File: config.mk
export PLATFORM = sky130hd
export DESIGN_NAME = adc_conversion_sequencer
export DESIGN_NICKNAME = d
export VERILOG_FILES = /design/src/adc_seq_pkg.sv /design/src/conv_clock_gen.sv /design/src/adc_conversion_sequencer.sv
export VERILOG_INCLUDE_DIRS = /design/src
export SDC_FILE = /design/constraint.sdc
export NUM_CORES = 1
export LEC_CHECK = 0
export ABC_AREA = 1
export BUFFER_PORTS_ARGS = -buffer_cell sky130_fd_sc_hd__buf_2
export CAP_MARGIN = 10
export CORE_MARGIN = 3
export CORE_UTILIZATION = 40
export DETAILED_ROUTE_END_ITERATION = 10
export GPL_ROUTABILITY_DRIVEN = 0
export PLACE_DENSITY_LB_ADDON = 0.3
export SYNTH_ARGS = -nofsm -noshare
export SYNTH_HDL_FRONTEND = slang
export SYNTH_SLANG_ARGS = --single-unit
File: constraint.sdc
create_clock -name clk_sys_i -period 3.1 [get_ports clk_sys_i]
set_input_delay 0.465 -clock clk_sys_i [delete_from_list [all_inputs] [get_ports clk_sys_i]]
set_output_delay 0.465 -clock clk_sys_i [all_outputs]
set_load 0.01 [all_outputs]
File: src/adc_seq_map.svh
// Field positions, reset values and timing counts of the conversion sequencer
`ifndef ADC_SEQ_MAP_SVH
`define ADC_SEQ_MAP_SVH

// First status/control register fields
`define SC1_IRQ_EN_BIT 6
`define SC1_CONT_BIT 5
`define SC1_CHAN_HI 4
`define SC1_CHAN_LO 0
`define SC1_RESET 8'h1f
`define CHAN_OFF 5'h1f

// Second status/control register fields
`define SC2_ACTIVE_BIT 7
`define SC2_TRIG_BIT 6
`define SC2_CMP_EN_BIT 5
`define SC2_CMP_GT_BIT 4
`define SC2_RESET 8'h00

// Configuration register fields
`define CFG_LOW_POWER_BIT 7
`define CFG_DIV_HI 6
`define CFG_DIV_LO 5
`define CFG_LONG_BIT 4
`define CFG_MODE_HI 3
`define CFG_MODE_LO 2
`define CFG_SRC_HI 1
`define CFG_SRC_LO 0
`define CFG_RESET 8'h00
`define MODE_TEN 2'h2
`define SRC_BUS 2'h0
`define SRC_BUS_HALF 2'h1
`define SRC_ALT 2'h2
`define SRC_ASYNC 2'h3

// Result and compare reset values
`define RESULT_RESET 8'h00
`define CMP_RESET 8'h00

// Conversion phases in converter clock cycles; the bus overhead in bus clock cycles
`define SAMPLE_SHORT_CYC 3
`define SAMPLE_LONG_CYC 23
`define SAR_EIGHT_CYC 14
`define SAR_TEN_CYC 17
`define FIRST_EXTRA_CYC 3
`define BUS_OVERHEAD_CYC 5

// Startup allowance of the internal asynchronous clock
`define CLK_PERIOD_NS 20
`define STARTUP_NS 5000
`define STARTUP_CYC ((`STARTUP_NS + `CLK_PERIOD_NS - 1) / `CLK_PERIOD_NS)

`endif

File: src/adc_seq_pkg.sv
// Types shared by the conversion sequencer files
package adc_seq_pkg;

  // Sequencer phases
  typedef enum logic [2:0] {
    S_IDLE,
    S_STARTUP,
    S_OVERHEAD,
    S_EXTRA,
    S_SAMPLE,
    S_CONVERT
  } conv_state_t;

  typedef logic [1:0] clk_src_t;

endpackage

File: src/conv_clock_gen.sv
// Converter clock tick generator: source select and power-of-two divider
`include "adc_seq_map.svh"

module conv_clock_gen (
  input wire logic clk_sys_i, // Bus clock
  input wire logic srst_i, // Synchronous reset, active high
  input wire logic run_i, // Converter active; divider cleared when low
  input wire adc_seq_pkg::clk_src_t src_i, // Clock source select
  input wire logic [1:0] div_i, // Divide select: 1, 2, 4 or 8
  input wire logic alt_tick_i, // Alternate clock tick, one cycle
  input wire logic async_tick_i, // Internal asynchronous clock tick
  output logic tick_o // One converter clock cycle elapsed
);

  logic half_q;
  logic [2:0] div_cnt_q;
  logic [2:0] div_cnt_d;
  logic tick_q;
  logic tick_d;
  logic src_tick_w;
  logic [2:0] div_mask_w;

  // Source selection; half rate toggles only while running
  assign src_tick_w = (src_i == `SRC_BUS) ? 1'b1 :
                      (src_i == `SRC_BUS_HALF) ? half_q :
                      (src_i == `SRC_ALT) ? alt_tick_i : async_tick_i;
  assign div_mask_w = 3'(({1'b0, 3'h1} << div_i) - 4'h1);
  assign tick_d = run_i && src_tick_w && ((div_cnt_q & div_mask_w) == div_mask_w);
  assign div_cnt_d = !run_i ? 3'h0 : (src_tick_w ? 3'(div_cnt_q + 3'h1) : div_cnt_q);

  // Divider restarts when a run starts from idle so the first phase is full length
  always_ff @(posedge clk_sys_i) begin
    if (srst_i || !run_i) begin
      half_q <= 1'b0;
    end else begin
      half_q <= ~half_q;
    end
  end

  always_ff @(posedge clk_sys_i) begin
    if (srst_i) begin
      div_cnt_q <= 3'h0;
      tick_q <= 1'b0;
    end else begin
      div_cnt_q <= div_cnt_d;
      tick_q <= tick_d;
    end
  end

  assign tick_o = tick_q;

endmodule // conv_clock_gen

File: src/adc_conversion_sequencer.sv
// Conversion sequencer of a successive-approximation converter
//
// Behaviour
// - Software trigger: each first-register write starts a conversion unless channel is all ones.
// - Hardware trigger selected: trigger event starts conversion, register writes do not.
// - Continuous mode relaunches after each transfer until an abort.
// - Completion transfers result, sets flag; interrupt only if enabled when flag sets.
// - 10-bit, high byte read but low not: result dropped, flag not set, data kept.
// - Blocked single with compare false halts; other blocked transfers start another conversion.
// - First-register write aborts conversion, then restarts under software trigger unless channel is all ones.
// - Writes to second register, configuration or compare values abort conversion.
// - Reset aborts; stop mode aborts unless asynchronous clock is selected.
// - Abort keeps last results; reset returns them to reset values.
// - Idle until started; asynchronous clock enabled only when selected and active.
// - Sample short or long, then isolate input, approximate, transfer.
// - Sync clock, short sample: first takes 20 or 23 converter plus 5 bus cycles.
// - Sync clock, long sample: first takes 40 or 43 converter plus 5 bus cycles.
// - Asynchronous clock adds a startup delay to first conversions.
// - Subsequent continuous: 17/20 short, 37/40 long converter cycles, no bus overhead.
// - Compare adds two's complement of limit; greater-or-equal or less by direction bit.
// - Compare true stores the sum and sets flag; false transfers nothing.
// - Wait mode: conversions complete, may start by trigger or continuous, interrupt wakes.
// - Wait mode keeps bus, half bus and asynchronous clocks usable.
// - Converter disabled during reset and when channel is written all ones.
// - 10-bit fills both result registers; 8-bit result goes to low register only.
// - Hardware trigger starts on rising edge; edges during a conversion are ignored.
`include "adc_seq_map.svh"

module adc_conversion_sequencer (
  input wire logic clk_sys_i, // Bus clock, 50 MHz
  input wire logic srst_i, // Synchronous reset, active high
  input wire logic sc1_wr_i, // Write strobe, first status/control register
  input wire logic [7:0] sc1_wdata_i, // Write data, first status/control register
  input wire logic sc2_wr_i, // Write strobe, second status/control register
  input wire logic [7:0] sc2_wdata_i, // Write data, second status/control register
  input wire logic cfg_wr_i, // Write strobe, configuration register
  input wire logic [7:0] cfg_wdata_i, // Write data, configuration register
  input wire logic cvh_wr_i, // Write strobe, compare value high
  input wire logic cvl_wr_i, // Write strobe, compare value low
  input wire logic [7:0] cv_wdata_i, // Write data, either compare value
  input wire logic rh_rd_i, // Read strobe, high result byte
  input wire logic rl_rd_i, // Read strobe, low result byte
  input wire logic hw_trigger_in_i, // Hardware trigger level
  input wire logic stop_mode_i, // Processor in stop mode
  input wire logic wait_mode_i, // Processor in wait mode
  input wire logic alt_tick_i, // Alternate clock tick
  input wire logic async_tick_i, // Internal asynchronous clock tick
  input wire logic [9:0] sar_data_i, // Rounded approximation result
  output logic [7:0] status_control_one_o, // First status/control readback
  output logic [7:0] status_control_two_o, // Second status/control readback
  output logic [7:0] converter_config_o, // Configuration readback
  output logic [7:0] compare_value_high_o, // Compare value high readback
  output logic [7:0] compare_value_low_o, // Compare value low readback
  output logic [7:0] result_high_o, // High result byte
  output logic [7:0] result_low_o, // Low result byte
  output logic complete_flag_o, // Conversion complete flag
  output logic irq_o, // Completion interrupt, level
  output logic [4:0] channel_select_o, // Channel to the analog mux
  output logic sample_o, // Input connected for sampling
  output logic convert_o, // Input isolated, approximation running
  output logic low_power_config_o, // Low power setting to analog core
  output logic async_clk_en_o, // Enable of the asynchronous clock generator
  output logic wake_o // Wake request while in wait mode
);

  adc_seq_pkg::conv_state_t state_q;
  adc_seq_pkg::conv_state_t state_d;
  adc_seq_pkg::conv_state_t first_state_w;
  logic [7:0] cnt_q;
  logic [7:0] cnt_d;
  logic [7:0] first_cnt_w;
  logic [7:0] sample_cnt_w;
  logic [7:0] sar_cnt_w;
  logic [7:0] sc1_q;
  logic [7:0] sc2_q;
  logic [7:0] cfg_q;
  logic [1:0] cvh_q;
  logic [7:0] cvl_q;
  logic [7:0] res_hi_q;
  logic [7:0] res_lo_q;
  logic complete_flag_q;
  logic irq_q;
  logic hi_pending_q;
  logic trig_prev_q;
  logic tick_w;
  logic active_w;
  logic trig_sel_w;
  logic cmp_en_w;
  logic cmp_gt_w;
  logic cont_w;
  logic mode_ten_w;
  logic async_src_w;
  logic hw_edge_w;
  logic stop_abort_w;
  logic abort_w;
  logic sw_start_w;
  logic hw_start_w;
  logic done_w;
  logic blocked_w;
  logic ge_w;
  logic cond_w;
  logic pass_w;
  logic xfer_w;
  logic halt_w;
  logic complete_flag_clr_w;
  logic [9:0] cv_full_w;
  logic [10:0] diff_ten_w;
  logic [8:0] diff_eight_w;
  logic [9:0] store_w;

  // Field decode of the control registers
  assign trig_sel_w = sc2_q[`SC2_TRIG_BIT];
  assign cmp_en_w = sc2_q[`SC2_CMP_EN_BIT];
  assign cmp_gt_w = sc2_q[`SC2_CMP_GT_BIT];
  assign cont_w = sc1_q[`SC1_CONT_BIT];
  assign mode_ten_w = (cfg_q[`CFG_MODE_HI:`CFG_MODE_LO] == `MODE_TEN);
  assign async_src_w = (cfg_q[`CFG_SRC_HI:`CFG_SRC_LO] == `SRC_ASYNC);
  assign active_w = (state_q != adc_seq_pkg::S_IDLE);

  // Trigger and abort decode; the trigger input is synchronous to the bus clock
  assign hw_edge_w = hw_trigger_in_i && !trig_prev_q;
  assign stop_abort_w = stop_mode_i && !async_src_w;
  assign abort_w = sc1_wr_i || sc2_wr_i || cfg_wr_i || cvh_wr_i || cvl_wr_i
                   || stop_abort_w;
  assign sw_start_w = sc1_wr_i && !trig_sel_w
                      && (sc1_wdata_i[`SC1_CHAN_HI:`SC1_CHAN_LO] != `CHAN_OFF);
  // Edges seen while busy are dropped; only the launching edge of a run counts
  assign hw_start_w = trig_sel_w && hw_edge_w && !active_w && !abort_w
                      && (sc1_q[`SC1_CHAN_HI:`SC1_CHAN_LO] != `CHAN_OFF);

  // Phase lengths in converter clock cycles
  assign sample_cnt_w = cfg_q[`CFG_LONG_BIT] ? 8'(`SAMPLE_LONG_CYC - 1)
                                             : 8'(`SAMPLE_SHORT_CYC - 1);
  assign sar_cnt_w = mode_ten_w ? 8'(`SAR_TEN_CYC - 1) : 8'(`SAR_EIGHT_CYC - 1);
  // First conversions pay the bus overhead first, after the startup allowance when the asynchronous clock is selected
  assign first_state_w = async_src_w ? adc_seq_pkg::S_STARTUP
                                     : adc_seq_pkg::S_OVERHEAD;
  assign first_cnt_w = async_src_w ? 8'(`STARTUP_CYC - 1) : 8'(`BUS_OVERHEAD_CYC - 1);

  // Compare: result plus two's complement of the limit; carry out means greater or equal
  assign cv_full_w = {cvh_q, cvl_q};
  assign diff_ten_w = 11'({1'b0, sar_data_i} + {1'b0, ~cv_full_w} + 11'h001);
  assign diff_eight_w = 9'({1'b0, sar_data_i[7:0]} + {1'b0, ~cvl_q} + 9'h001);
  assign ge_w = mode_ten_w ? diff_ten_w[10] : diff_eight_w[8];
  assign cond_w = cmp_gt_w ? ge_w : !ge_w;
  assign store_w = !cmp_en_w ? sar_data_i
                 : (mode_ten_w ? diff_ten_w[9:0] : {2'h0, diff_eight_w[7:0]});

  // Completion decode; an abort in the last cycle wins over the transfer
  assign done_w = (state_q == adc_seq_pkg::S_CONVERT) && tick_w && (cnt_q == 8'h00)
                  && !abort_w;
  assign blocked_w = mode_ten_w && hi_pending_q;
  assign pass_w = !cmp_en_w || cond_w;
  assign xfer_w = done_w && !blocked_w && pass_w;
  assign halt_w = blocked_w && !cont_w && cmp_en_w && !cond_w;
  assign complete_flag_clr_w = sc1_wr_i || rl_rd_i;

  // Sequencer next state; wait mode does not gate anything, so runs finish there
  always_comb begin
    state_d = state_q;
    cnt_d = cnt_q;
    if (abort_w) begin
      state_d = adc_seq_pkg::S_IDLE;
      if (sw_start_w) begin
        state_d = first_state_w;
        cnt_d = first_cnt_w;
      end
    end else if (hw_start_w) begin
      state_d = first_state_w;
      cnt_d = first_cnt_w;
    end else begin
      unique case (state_q)
        adc_seq_pkg::S_IDLE: begin
          cnt_d = 8'h00;
        end
        adc_seq_pkg::S_STARTUP: begin
          if (cnt_q == 8'h00) begin
            state_d = adc_seq_pkg::S_OVERHEAD;
            cnt_d = 8'(`BUS_OVERHEAD_CYC - 1);
          end else begin
            cnt_d = 8'(cnt_q - 8'h01);
          end
        end
        adc_seq_pkg::S_OVERHEAD: begin
          if (cnt_q == 8'h00) begin
            state_d = adc_seq_pkg::S_EXTRA;
            cnt_d = 8'(`FIRST_EXTRA_CYC - 1);
          end else begin
            cnt_d = 8'(cnt_q - 8'h01);
          end
        end
        adc_seq_pkg::S_EXTRA: begin
          if (tick_w && cnt_q == 8'h00) begin
            state_d = adc_seq_pkg::S_SAMPLE;
            cnt_d = sample_cnt_w;
          end else if (tick_w) begin
            cnt_d = 8'(cnt_q - 8'h01);
          end
        end
        adc_seq_pkg::S_SAMPLE: begin
          if (tick_w && cnt_q == 8'h00) begin
            state_d = adc_seq_pkg::S_CONVERT;
            cnt_d = sar_cnt_w;
          end else if (tick_w) begin
            cnt_d = 8'(cnt_q - 8'h01);
          end
        end
        adc_seq_pkg::S_CONVERT: begin
          if (done_w && cont_w) begin
            state_d = adc_seq_pkg::S_SAMPLE;
            cnt_d = sample_cnt_w;
          end else if (done_w && blocked_w && !halt_w) begin
            state_d = first_state_w;
            cnt_d = first_cnt_w;
          end else if (done_w) begin
            state_d = adc_seq_pkg::S_IDLE;
          end else if (tick_w) begin
            cnt_d = 8'(cnt_q - 8'h01);
          end
        end
        default: begin
          state_d = adc_seq_pkg::S_IDLE;
        end
      endcase
    end
  end

  // Sequencer registers
  always_ff @(posedge clk_sys_i) begin
    if (srst_i) begin
      state_q <= adc_seq_pkg::S_IDLE;
      cnt_q <= 8'h00;
      trig_prev_q <= 1'b0;
    end else begin
      state_q <= state_d;
      cnt_q <= cnt_d;
      trig_prev_q <= hw_trigger_in_i;
    end
  end

  // Control registers; channel resets to all ones so the converter starts disabled
  always_ff @(posedge clk_sys_i) begin
    if (srst_i) begin
      sc1_q <= `SC1_RESET;
      sc2_q <= `SC2_RESET;
      cfg_q <= `CFG_RESET;
      cvh_q <= 2'h0;
      cvl_q <= `CMP_RESET;
    end else begin
      if (sc1_wr_i) sc1_q <= {1'b0, sc1_wdata_i[6:0]};
      if (sc2_wr_i) sc2_q <= {1'b0, sc2_wdata_i[6:4], 4'h0};
      if (cfg_wr_i) cfg_q <= cfg_wdata_i;
      if (cvh_wr_i) cvh_q <= cv_wdata_i[1:0];
      if (cvl_wr_i) cvl_q <= cv_wdata_i;
    end
  end

  // Result registers move only on a real transfer; aborts leave them alone
  always_ff @(posedge clk_sys_i) begin
    if (srst_i) begin
      res_hi_q <= `RESULT_RESET;
      res_lo_q <= `RESULT_RESET;
    end else if (xfer_w) begin
      if (mode_ten_w) res_hi_q <= {6'h00, store_w[9:8]};
      res_lo_q <= store_w[7:0];
    end
  end

  // Flag, interrupt and read guard; a hardware set beats a same-cycle clear
  always_ff @(posedge clk_sys_i) begin
    if (srst_i) begin
      complete_flag_q <= 1'b0;
      irq_q <= 1'b0;
      hi_pending_q <= 1'b0;
    end else begin
      complete_flag_q <= xfer_w || (complete_flag_q && !complete_flag_clr_w);
      irq_q <= (xfer_w && sc1_q[`SC1_IRQ_EN_BIT]) || (irq_q && !complete_flag_clr_w);
      hi_pending_q <= rh_rd_i || (hi_pending_q && !rl_rd_i);
    end
  end

  // Converter clock; sources stay selectable in wait mode
  conv_clock_gen u_clk (
    .clk_sys_i(clk_sys_i),
    .srst_i(srst_i),
    .run_i(active_w),
    .src_i(cfg_q[`CFG_SRC_HI:`CFG_SRC_LO]),
    .div_i(cfg_q[`CFG_DIV_HI:`CFG_DIV_LO]),
    .alt_tick_i(alt_tick_i),
    .async_tick_i(async_tick_i),
    .tick_o(tick_w)
  );

  // Outputs
  assign status_control_one_o = {complete_flag_q, sc1_q[6:0]};
  assign status_control_two_o = {active_w, sc2_q[6:0]};
  assign converter_config_o = cfg_q;
  assign compare_value_high_o = {6'h00, cvh_q};
  assign compare_value_low_o = cvl_q;
  assign result_high_o = res_hi_q;
  assign result_low_o = res_lo_q;
  assign complete_flag_o = complete_flag_q;
  assign irq_o = irq_q;
  assign wake_o = irq_q && wait_mode_i;
  assign channel_select_o = sc1_q[`SC1_CHAN_HI:`SC1_CHAN_LO];
  assign sample_o = (state_q == adc_seq_pkg::S_SAMPLE);
  assign convert_o = (state_q == adc_seq_pkg::S_CONVERT);
  assign low_power_config_o = cfg_q[`CFG_LOW_POWER_BIT];
  assign async_clk_en_o = active_w && async_src_w;
endmodule // adc_conversion_sequencer

### Word-level counts from Yosys, hierarchy flattened

Index checks and enable logic that the tools add are counted.

* add/subtract/negate cells: 7
* multiply operators: 0
* divide/modulo/power cells: 0
* $lt $le $gt $ge: 0
* equality and inequality tests: 20
* shift operators: 1
* multiplexer cells: 34
* bitwise operators: 5
* reduce and logical (&&, ||, !) cells: 62

Operator list (count)
* 2-to-1 mux 8 bit: 12
* case mux 8 bit (6 select lines): 1
* logical AND 1 bit: 29
* 2-to-1 mux 3 bit: 9
* 2-to-1 mux 10 bit: 2
* case mux 3 bit (6 select lines): 1
* logical NOT 1 bit: 13
* inequality test 4 bit (second input constant): 3
* adder 10 x 10 -> 11 bit: 1
* adder 11 x 1 -> 11 bit (second input constant): 1
* logical OR 1 bit: 11
* 2-to-1 mux 5 bit: 2
* inequality test 5 bit (second input constant): 2
* inverter 10 bit: 1
* adder 8 x 8 -> 9 bit: 1
* adder 9 x 1 -> 9 bit (second input constant): 1
* logical NOT 8 bit: 1
* inverter 8 bit: 1
* nonzero test 8 bit: 1
* subtractor 8 x 1 -> 8 bit (second input constant): 1
* equality test 2 bit (second input constant): 3
* equality test 3 x 2 -> 1 bit (second input constant): 2
* equality test 3 bit (second input constant): 2
* inequality test 6 x 1 -> 1 bit (second input constant): 1
* other kinds (21): 27

* register bits after elaboration: 58
* bits in latches: 0
* RAM bits: 0
* bits in read-only memories: 0
* output and inout bits: 68
* logic and storage cells: 145
* memories: 0

### Logic depth before layout (Yosys ltp)

* depth after elaboration: 15
* gate-level depth with buffers: 18

### Cells and area by module

Synthesis repeated with hierarchy kept, for this count alone.

* cell total of the unflattened synthesis: 582
* area, all modules: 3961.3 um2

By module, submodules not included
* adc_conversion_sequencer: instances 1, cells each 536, area an instance 3666.0 um2
* conv_clock_gen: instances 1, cells each 46, area an instance 295.3 um2

### Worst setup path after synthesis

Ideal clock, no wire load.

* path type: input -> register
* start: input port sar_data_i[0]
* end: register cnt_q[5]
* library setup time: 0.072 ns
* arrival time: 2.282 ns
* path slack: 0.746 ns
* stages: 17
* path buffers: 0
* path through: inv_1 > ha_1 > inv_1 > fa_1 > nand2_1 > nand2_1 > nand3_2 > nand3_2 > nand3_1 > nand3_2 > nand2_4 > nand3_4 > nand2_8 > inv_2 > o21ai_2 > nand2_1 > a21oi_1

* longest elaborated chain between the ends: 14
* elaborated cells between the ends (all ways): 18
* those cells by class: add/sub: 4; eq/ne: 1; mux: 7; reduce/logical: 6

Ends and longest elaborated chain
* start, declared: line adc_conversion_sequencer.sv:48 `input wire logic [9:0] sar_data_i,`
* adder 10 x 10 -> 11 bit / adder 8 x 8 -> 9 bit (equally long branches): line adc_conversion_sequencer.sv:142, adc_conversion_sequencer.sv:143
* adder 11 x 1 -> 11 bit / adder 9 x 1 -> 9 bit (equally long branches): line adc_conversion_sequencer.sv:142, adc_conversion_sequencer.sv:143
* 2-to-1 mux 1 bit *: line adc_conversion_sequencer.sv:144 `assign ge_w = mode_ten_w ? diff_ten_w[10] : diff_eight_w[8];`
* logical NOT 1 bit: line adc_conversion_sequencer.sv:145 `assign cond_w = cmp_gt_w ? ge_w : !ge_w;`
* 2-to-1 mux 1 bit *: line adc_conversion_sequencer.sv:145
* logical NOT 1 bit *: line adc_conversion_sequencer.sv:155 `assign halt_w = blocked_w && !cont_w && cmp_en_w && !cond_w;`
* logical AND 1 bit *: line adc_conversion_sequencer.sv:155
* logical NOT 1 bit *: line adc_conversion_sequencer.sv:212 `end else if (done_w && blocked_w && !halt_w) begin`
* logical AND 1 bit *: line adc_conversion_sequencer.sv:212
* 2-to-1 mux 8 bit: line adc_conversion_sequencer.sv:212
* 2-to-1 mux 8 bit: line adc_conversion_sequencer.sv:209 `if (done_w && cont_w) begin`
* case mux 8 bit (6 select lines): line adc_conversion_sequencer.sv:172 `unique case (state_q)`
* 2-to-1 mux 8 bit: line adc_conversion_sequencer.sv:168 `end else if (hw_start_w) begin`
* 2-to-1 mux 8 bit: line adc_conversion_sequencer.sv:162 `if (abort_w) begin`
* end signal, assigned: line adc_conversion_sequencer.sv:236 `cnt_q <= cnt_d;`
* end, declared: line adc_conversion_sequencer.sv:69 `logic [7:0] cnt_q;`

Every way passes the cells marked *; elsewhere a longest branch is shown, timed or not.
A chain may end at the register's enable or synchronous reset.

### Worst setup path after layout

* start: register cvl_q[0], in the netlist compare_value_low_o[0]
* end: register cnt_q[6]

* longest elaborated chain between the ends: 15
* elaborated cells between the ends (all ways): 20
* those cells by class: add/sub: 4; eq/ne: 1; mux: 7; bitwise: 2; reduce/logical: 6

Ends and longest elaborated chain
* start, declared: line adc_conversion_sequencer.sv:78 `logic [7:0] cvl_q;`
* start signal, assigned: line adc_conversion_sequencer.sv:248 `` cvl_q <= `CMP_RESET; ``
* start signal, assigned: line adc_conversion_sequencer.sv:254 `if (cvl_wr_i) cvl_q <= cv_wdata_i;`
* inverter 10 bit / inverter 8 bit (equally long branches): line adc_conversion_sequencer.sv:142, adc_conversion_sequencer.sv:143
* adder 10 x 10 -> 11 bit / adder 8 x 8 -> 9 bit (equally long branches): line adc_conversion_sequencer.sv:142, adc_conversion_sequencer.sv:143
* adder 11 x 1 -> 11 bit / adder 9 x 1 -> 9 bit (equally long branches): line adc_conversion_sequencer.sv:142, adc_conversion_sequencer.sv:143
* 2-to-1 mux 1 bit *: line adc_conversion_sequencer.sv:144
* logical NOT 1 bit: line adc_conversion_sequencer.sv:145
* 2-to-1 mux 1 bit *: line adc_conversion_sequencer.sv:145
* logical NOT 1 bit *: line adc_conversion_sequencer.sv:155
* logical AND 1 bit *: line adc_conversion_sequencer.sv:155
* logical NOT 1 bit *: line adc_conversion_sequencer.sv:212
* logical AND 1 bit *: line adc_conversion_sequencer.sv:212
* 2-to-1 mux 8 bit: line adc_conversion_sequencer.sv:212
* 2-to-1 mux 8 bit: line adc_conversion_sequencer.sv:209
* case mux 8 bit (6 select lines): line adc_conversion_sequencer.sv:172
* 2-to-1 mux 8 bit: line adc_conversion_sequencer.sv:168
* 2-to-1 mux 8 bit: line adc_conversion_sequencer.sv:162

Marks and branches as above.

==> flow_summary.yaml <==
run_status:
  status: "complete, no violations"
synthesis:
  synth-edff-count: 0
  ys_warn_count: 0
  syn_area_um2: 3890
  ys.flop_type: "dfxtp_1"
  ys_types: 50
  yosysSeqAreaShare: 0.298
  synth_area_per_cell_um2: 6.87
  async_flop_share: 0
  synth-seq-cells: 58
  syn-instance-count: 566
critical_path:
  critPathTopFamily: "simple AND/OR/NAND/NOR gates"
  critPathBufInv: 2
  required_ps: 3360
  slowest_delay_ps: 420
  cp_max_fo: 10
  crit_chain: "ha_1 > inv_1 > fa_1 > nand2_1 > nand2_1 > nand3_2 > nand3_2 > nand3_1 > nand3_2 > nand2_4 > nand3_4 > nand2_8 > inv_2 > o21ai_2 > nand2_1 > a21oi_1"
  path_depth: 16
  rr_worst_depth: 16
  startpoint_type: "register"
  slowest_stage: "fa_1"
  cp.arrival_ps: 2850
  worstSetupPathType: "reg2reg"
  endpoint_kind: "register"
place:
  portBuffers: 101
  dpl.cell_count: 776
  dpl.hpwl_mm: 8.07
clocking:
  cts_root_buf: "clkbuf_8"
  path_clk_slew_ps: 70
  cts_buffers: 9
  htree_levels: 3
  clk_latency_ps: 330
  clock-sinks: 58
  cts_hold_buffers: 0
  post_cts_buffers: 0
  max-clock-path-buffers: 2
  post_cts_resized: 0
  cts_tree: "built"
final_layout:
  post-route-util: 0.490
  seq_area_um2: 1160
  drive_gt1_frac: 0.257
  antenna_cells: 0
  layout.nets: 728
  syn_to_final_growth_pct: 17.6
  final.fill_count: 958
  multi_input_area_um2: 2240
  fin_cells: 791
global_routing:
  grt-ovfl-total: 0
  grt_start_max_net_pins: 25
  grt_pass1_wl_mm: 16.8
  grt_pass1_vias: 3473
  track_usage: 0.186
  antenna_found_initial: 0
timing:
  hold_violations: 0
  max-slew-margin-rel: 0.504
  fin_crit_sh: 0.838
  clock_skew_ps: 8.74
  fin_crit_ps: 2600
  setup_tns_ps: 0
  setup_viol: 0
  final_max_slew_viol_count: 0
  fmax_ghz: 0.385
  rsz0062_at_grt: "false"
  worstMarginPinSlew_ps: 743
power:
  finalPower_w: 0.00193
  powerDensity_nw_per_um2: 421
  cellInternalPower_w: 0.00133
  clkPwrFrac: 0.349
  combinationalPowerShare: 0.226
  peakVddDrop_v: 0.000237
  p_seq_frac: 0.425
  switching_share: 0.308
  p_switching_w: 0.000594
  power.leakage_nw: 2.23
floorplan:
  io_pins: 124
  die_area_um2: 10900
  die_w_um: 105
  initial_core_util: 0.417
  coreArea_um2: 9330
  rows: 35
  die_y_um: 105
route:
  drtPass1Iterations: 6
  initialDrtViolationCount: 283
  vias_per_cell: 4.93
  post_drt_wl_per_cell_um: 12.8
  routed_wl_mm: 10.1
  num_vias: 3899
  ant_nets: 0
  drc_errors: 0
hold_path:
  min_path_cells: 3
  hold_class: "in2reg"
flow_run:
  cap_violations: 0
-- per-layer routing --
layer	part of all wire	vias to the layer above	global-route usage	wire length (um)
met5	0	-	0	0
met1	0.47	1718	0.257	4720
met2	0.44	158	0.291	4480
li1	-	2015	-	-
met4	0.011	0	0.0534	114
met3	0.081	8	0.0420	818
-- worst register-to-register path: stages, from the launching register on --
cell,delay [ps]
dfxtp_1,380
ha_1,190
inv_1,90
fa_1,420
nand2_1,100
nand2_1,100
nand3_2,120
nand3_2,90
nand3_1,120
nand3_2,130
nand2_4,130
nand3_4,100
nand2_8,120
inv_2,60
o21ai_2,120
nand2_1,100
a21oi_1,140
-- metrics by stage --
step / cell area, um2 / hold WS [ps] / worst slack, ps
after global placement: 4390 / 402 / 386
after global routing: 4570 / 357 / 236
after floorplan: 3950 / 387 / 746
after detailed placement: 4390 / 404 / 322
final: 4570 / 347 / 502
after CTS: 4570 / 336 / 503
-- synthesized netlist by cell type, types with 2 or more instances --
cell type,instances,area [um2]
a211oi_2,2,25.0
a21oi_1,54,270
a21oi_2,6,52.6
a22oi_1,3,22.5
a311oi_1,3,26.3
a31oi_1,2,12.5
buf_4,25,188
clkbuf_1,11,41.3
dfxtp_1,58,1160
ha_1,13,163
inv_1,70,263
inv_2,10,37.5
nand2_1,106,398
nand2_2,7,43.8
nand2_4,3,33.8
nand3_1,34,170
nand3_2,5,50.1
nand4_1,2,12.5
nor2_1,41,154
nor2_2,4,25.0
nor2_4,2,22.5
nor3_1,8,40.0
o211ai_1,3,22.5
o21ai_0,50,250
o21ai_1,4,20.0
o22ai_1,4,25.0
or2_2,6,37.5
xor2_1,8,70.1
-- flip-flops by register name, indices dropped and copies added, names as in the netlist --
register / flops
cnt_q: 8
compare_value_low_o: 8
converter_config_o: 8
result_low_o: 8
sc1_q: 7
sc2_q: 3
state_q: 3
u_clk.div_cnt_q: 3
cvh_q: 2
result_high_o: 2
complete_flag_o: 1
hi_pending_q: 1
irq_o: 1
trig_prev_q: 1
u_clk.half_q: 1
u_clk.tick_o: 1
-- layout by cell type (no fill, tap or decap), types with 4 or more instances in the layout --
cell type	n
nand2_1	106
buf_2	101
inv_1	70
dfxtp_1	58
a21oi_1	54
o21ai_0	50
nor2_1	41
nand3_1	34
conb_1	16
ha_1	13
inv_2	10
clkbuf_8	10
xor2_1	8
nor3_1	8
nand2_2	7
a21oi_2	6
or2_2	6
nand3_2	5
nor2_2	4
o22ai_1	4
o21ai_1	4
-- power by group through the flow --
stage	logic, W	clock network (W)	registers [W]
final	0.000436	0.000672	0.000817
after global routing	0.000495	0.000733	0.000823
after CTS	0.000435	0.000693	0.000818
after detailed placement	0.000433	0	0.000834
after global placement	0.000427	0	0.000832
after floorplan	0.000319	0	0.000836
-- kinds of logic after synthesis --
group / Yosys count / share of synthesized area
xor gates and xnor gates: 9 / 0.0203
AOI/OAI and AO/OA: 141 / 0.208
buffers and inverters: 118 / 0.141
other: 1 / 0.000964
and+or+nand+nor: 225 / 0.284
DFF: 58 / 0.298
adders and majority gates: 14 / 0.0469
-- area by class of cell --
| cell class | instances | share of cell area |
|---|---|---|
| clock buffer | 12 | 0.0317 |
| tap | 129 | 0.0353 |
| sequential | 58 | 0.254 |
| multi-input combinational | 405 | 0.489 |
| timing repair buffer | 103 | 0.114 |
| clock inverter | 3 | 0.00875 |
| inverter | 81 | 0.0676 |
-- worst paths after layout --
check / start / end / slack [ps]
hold / removal: rh_rd_i / hi_pending_q / 350
hold reg to reg: u_clk.half_q / u_clk.half_q / 410
setup / recovery: compare_value_low_o[0] / cnt_q[6] / 500
setup reg to reg: compare_value_low_o[0] / cnt_q[6] / 500
No activity file was read; power rests on OpenSTA's default activity.
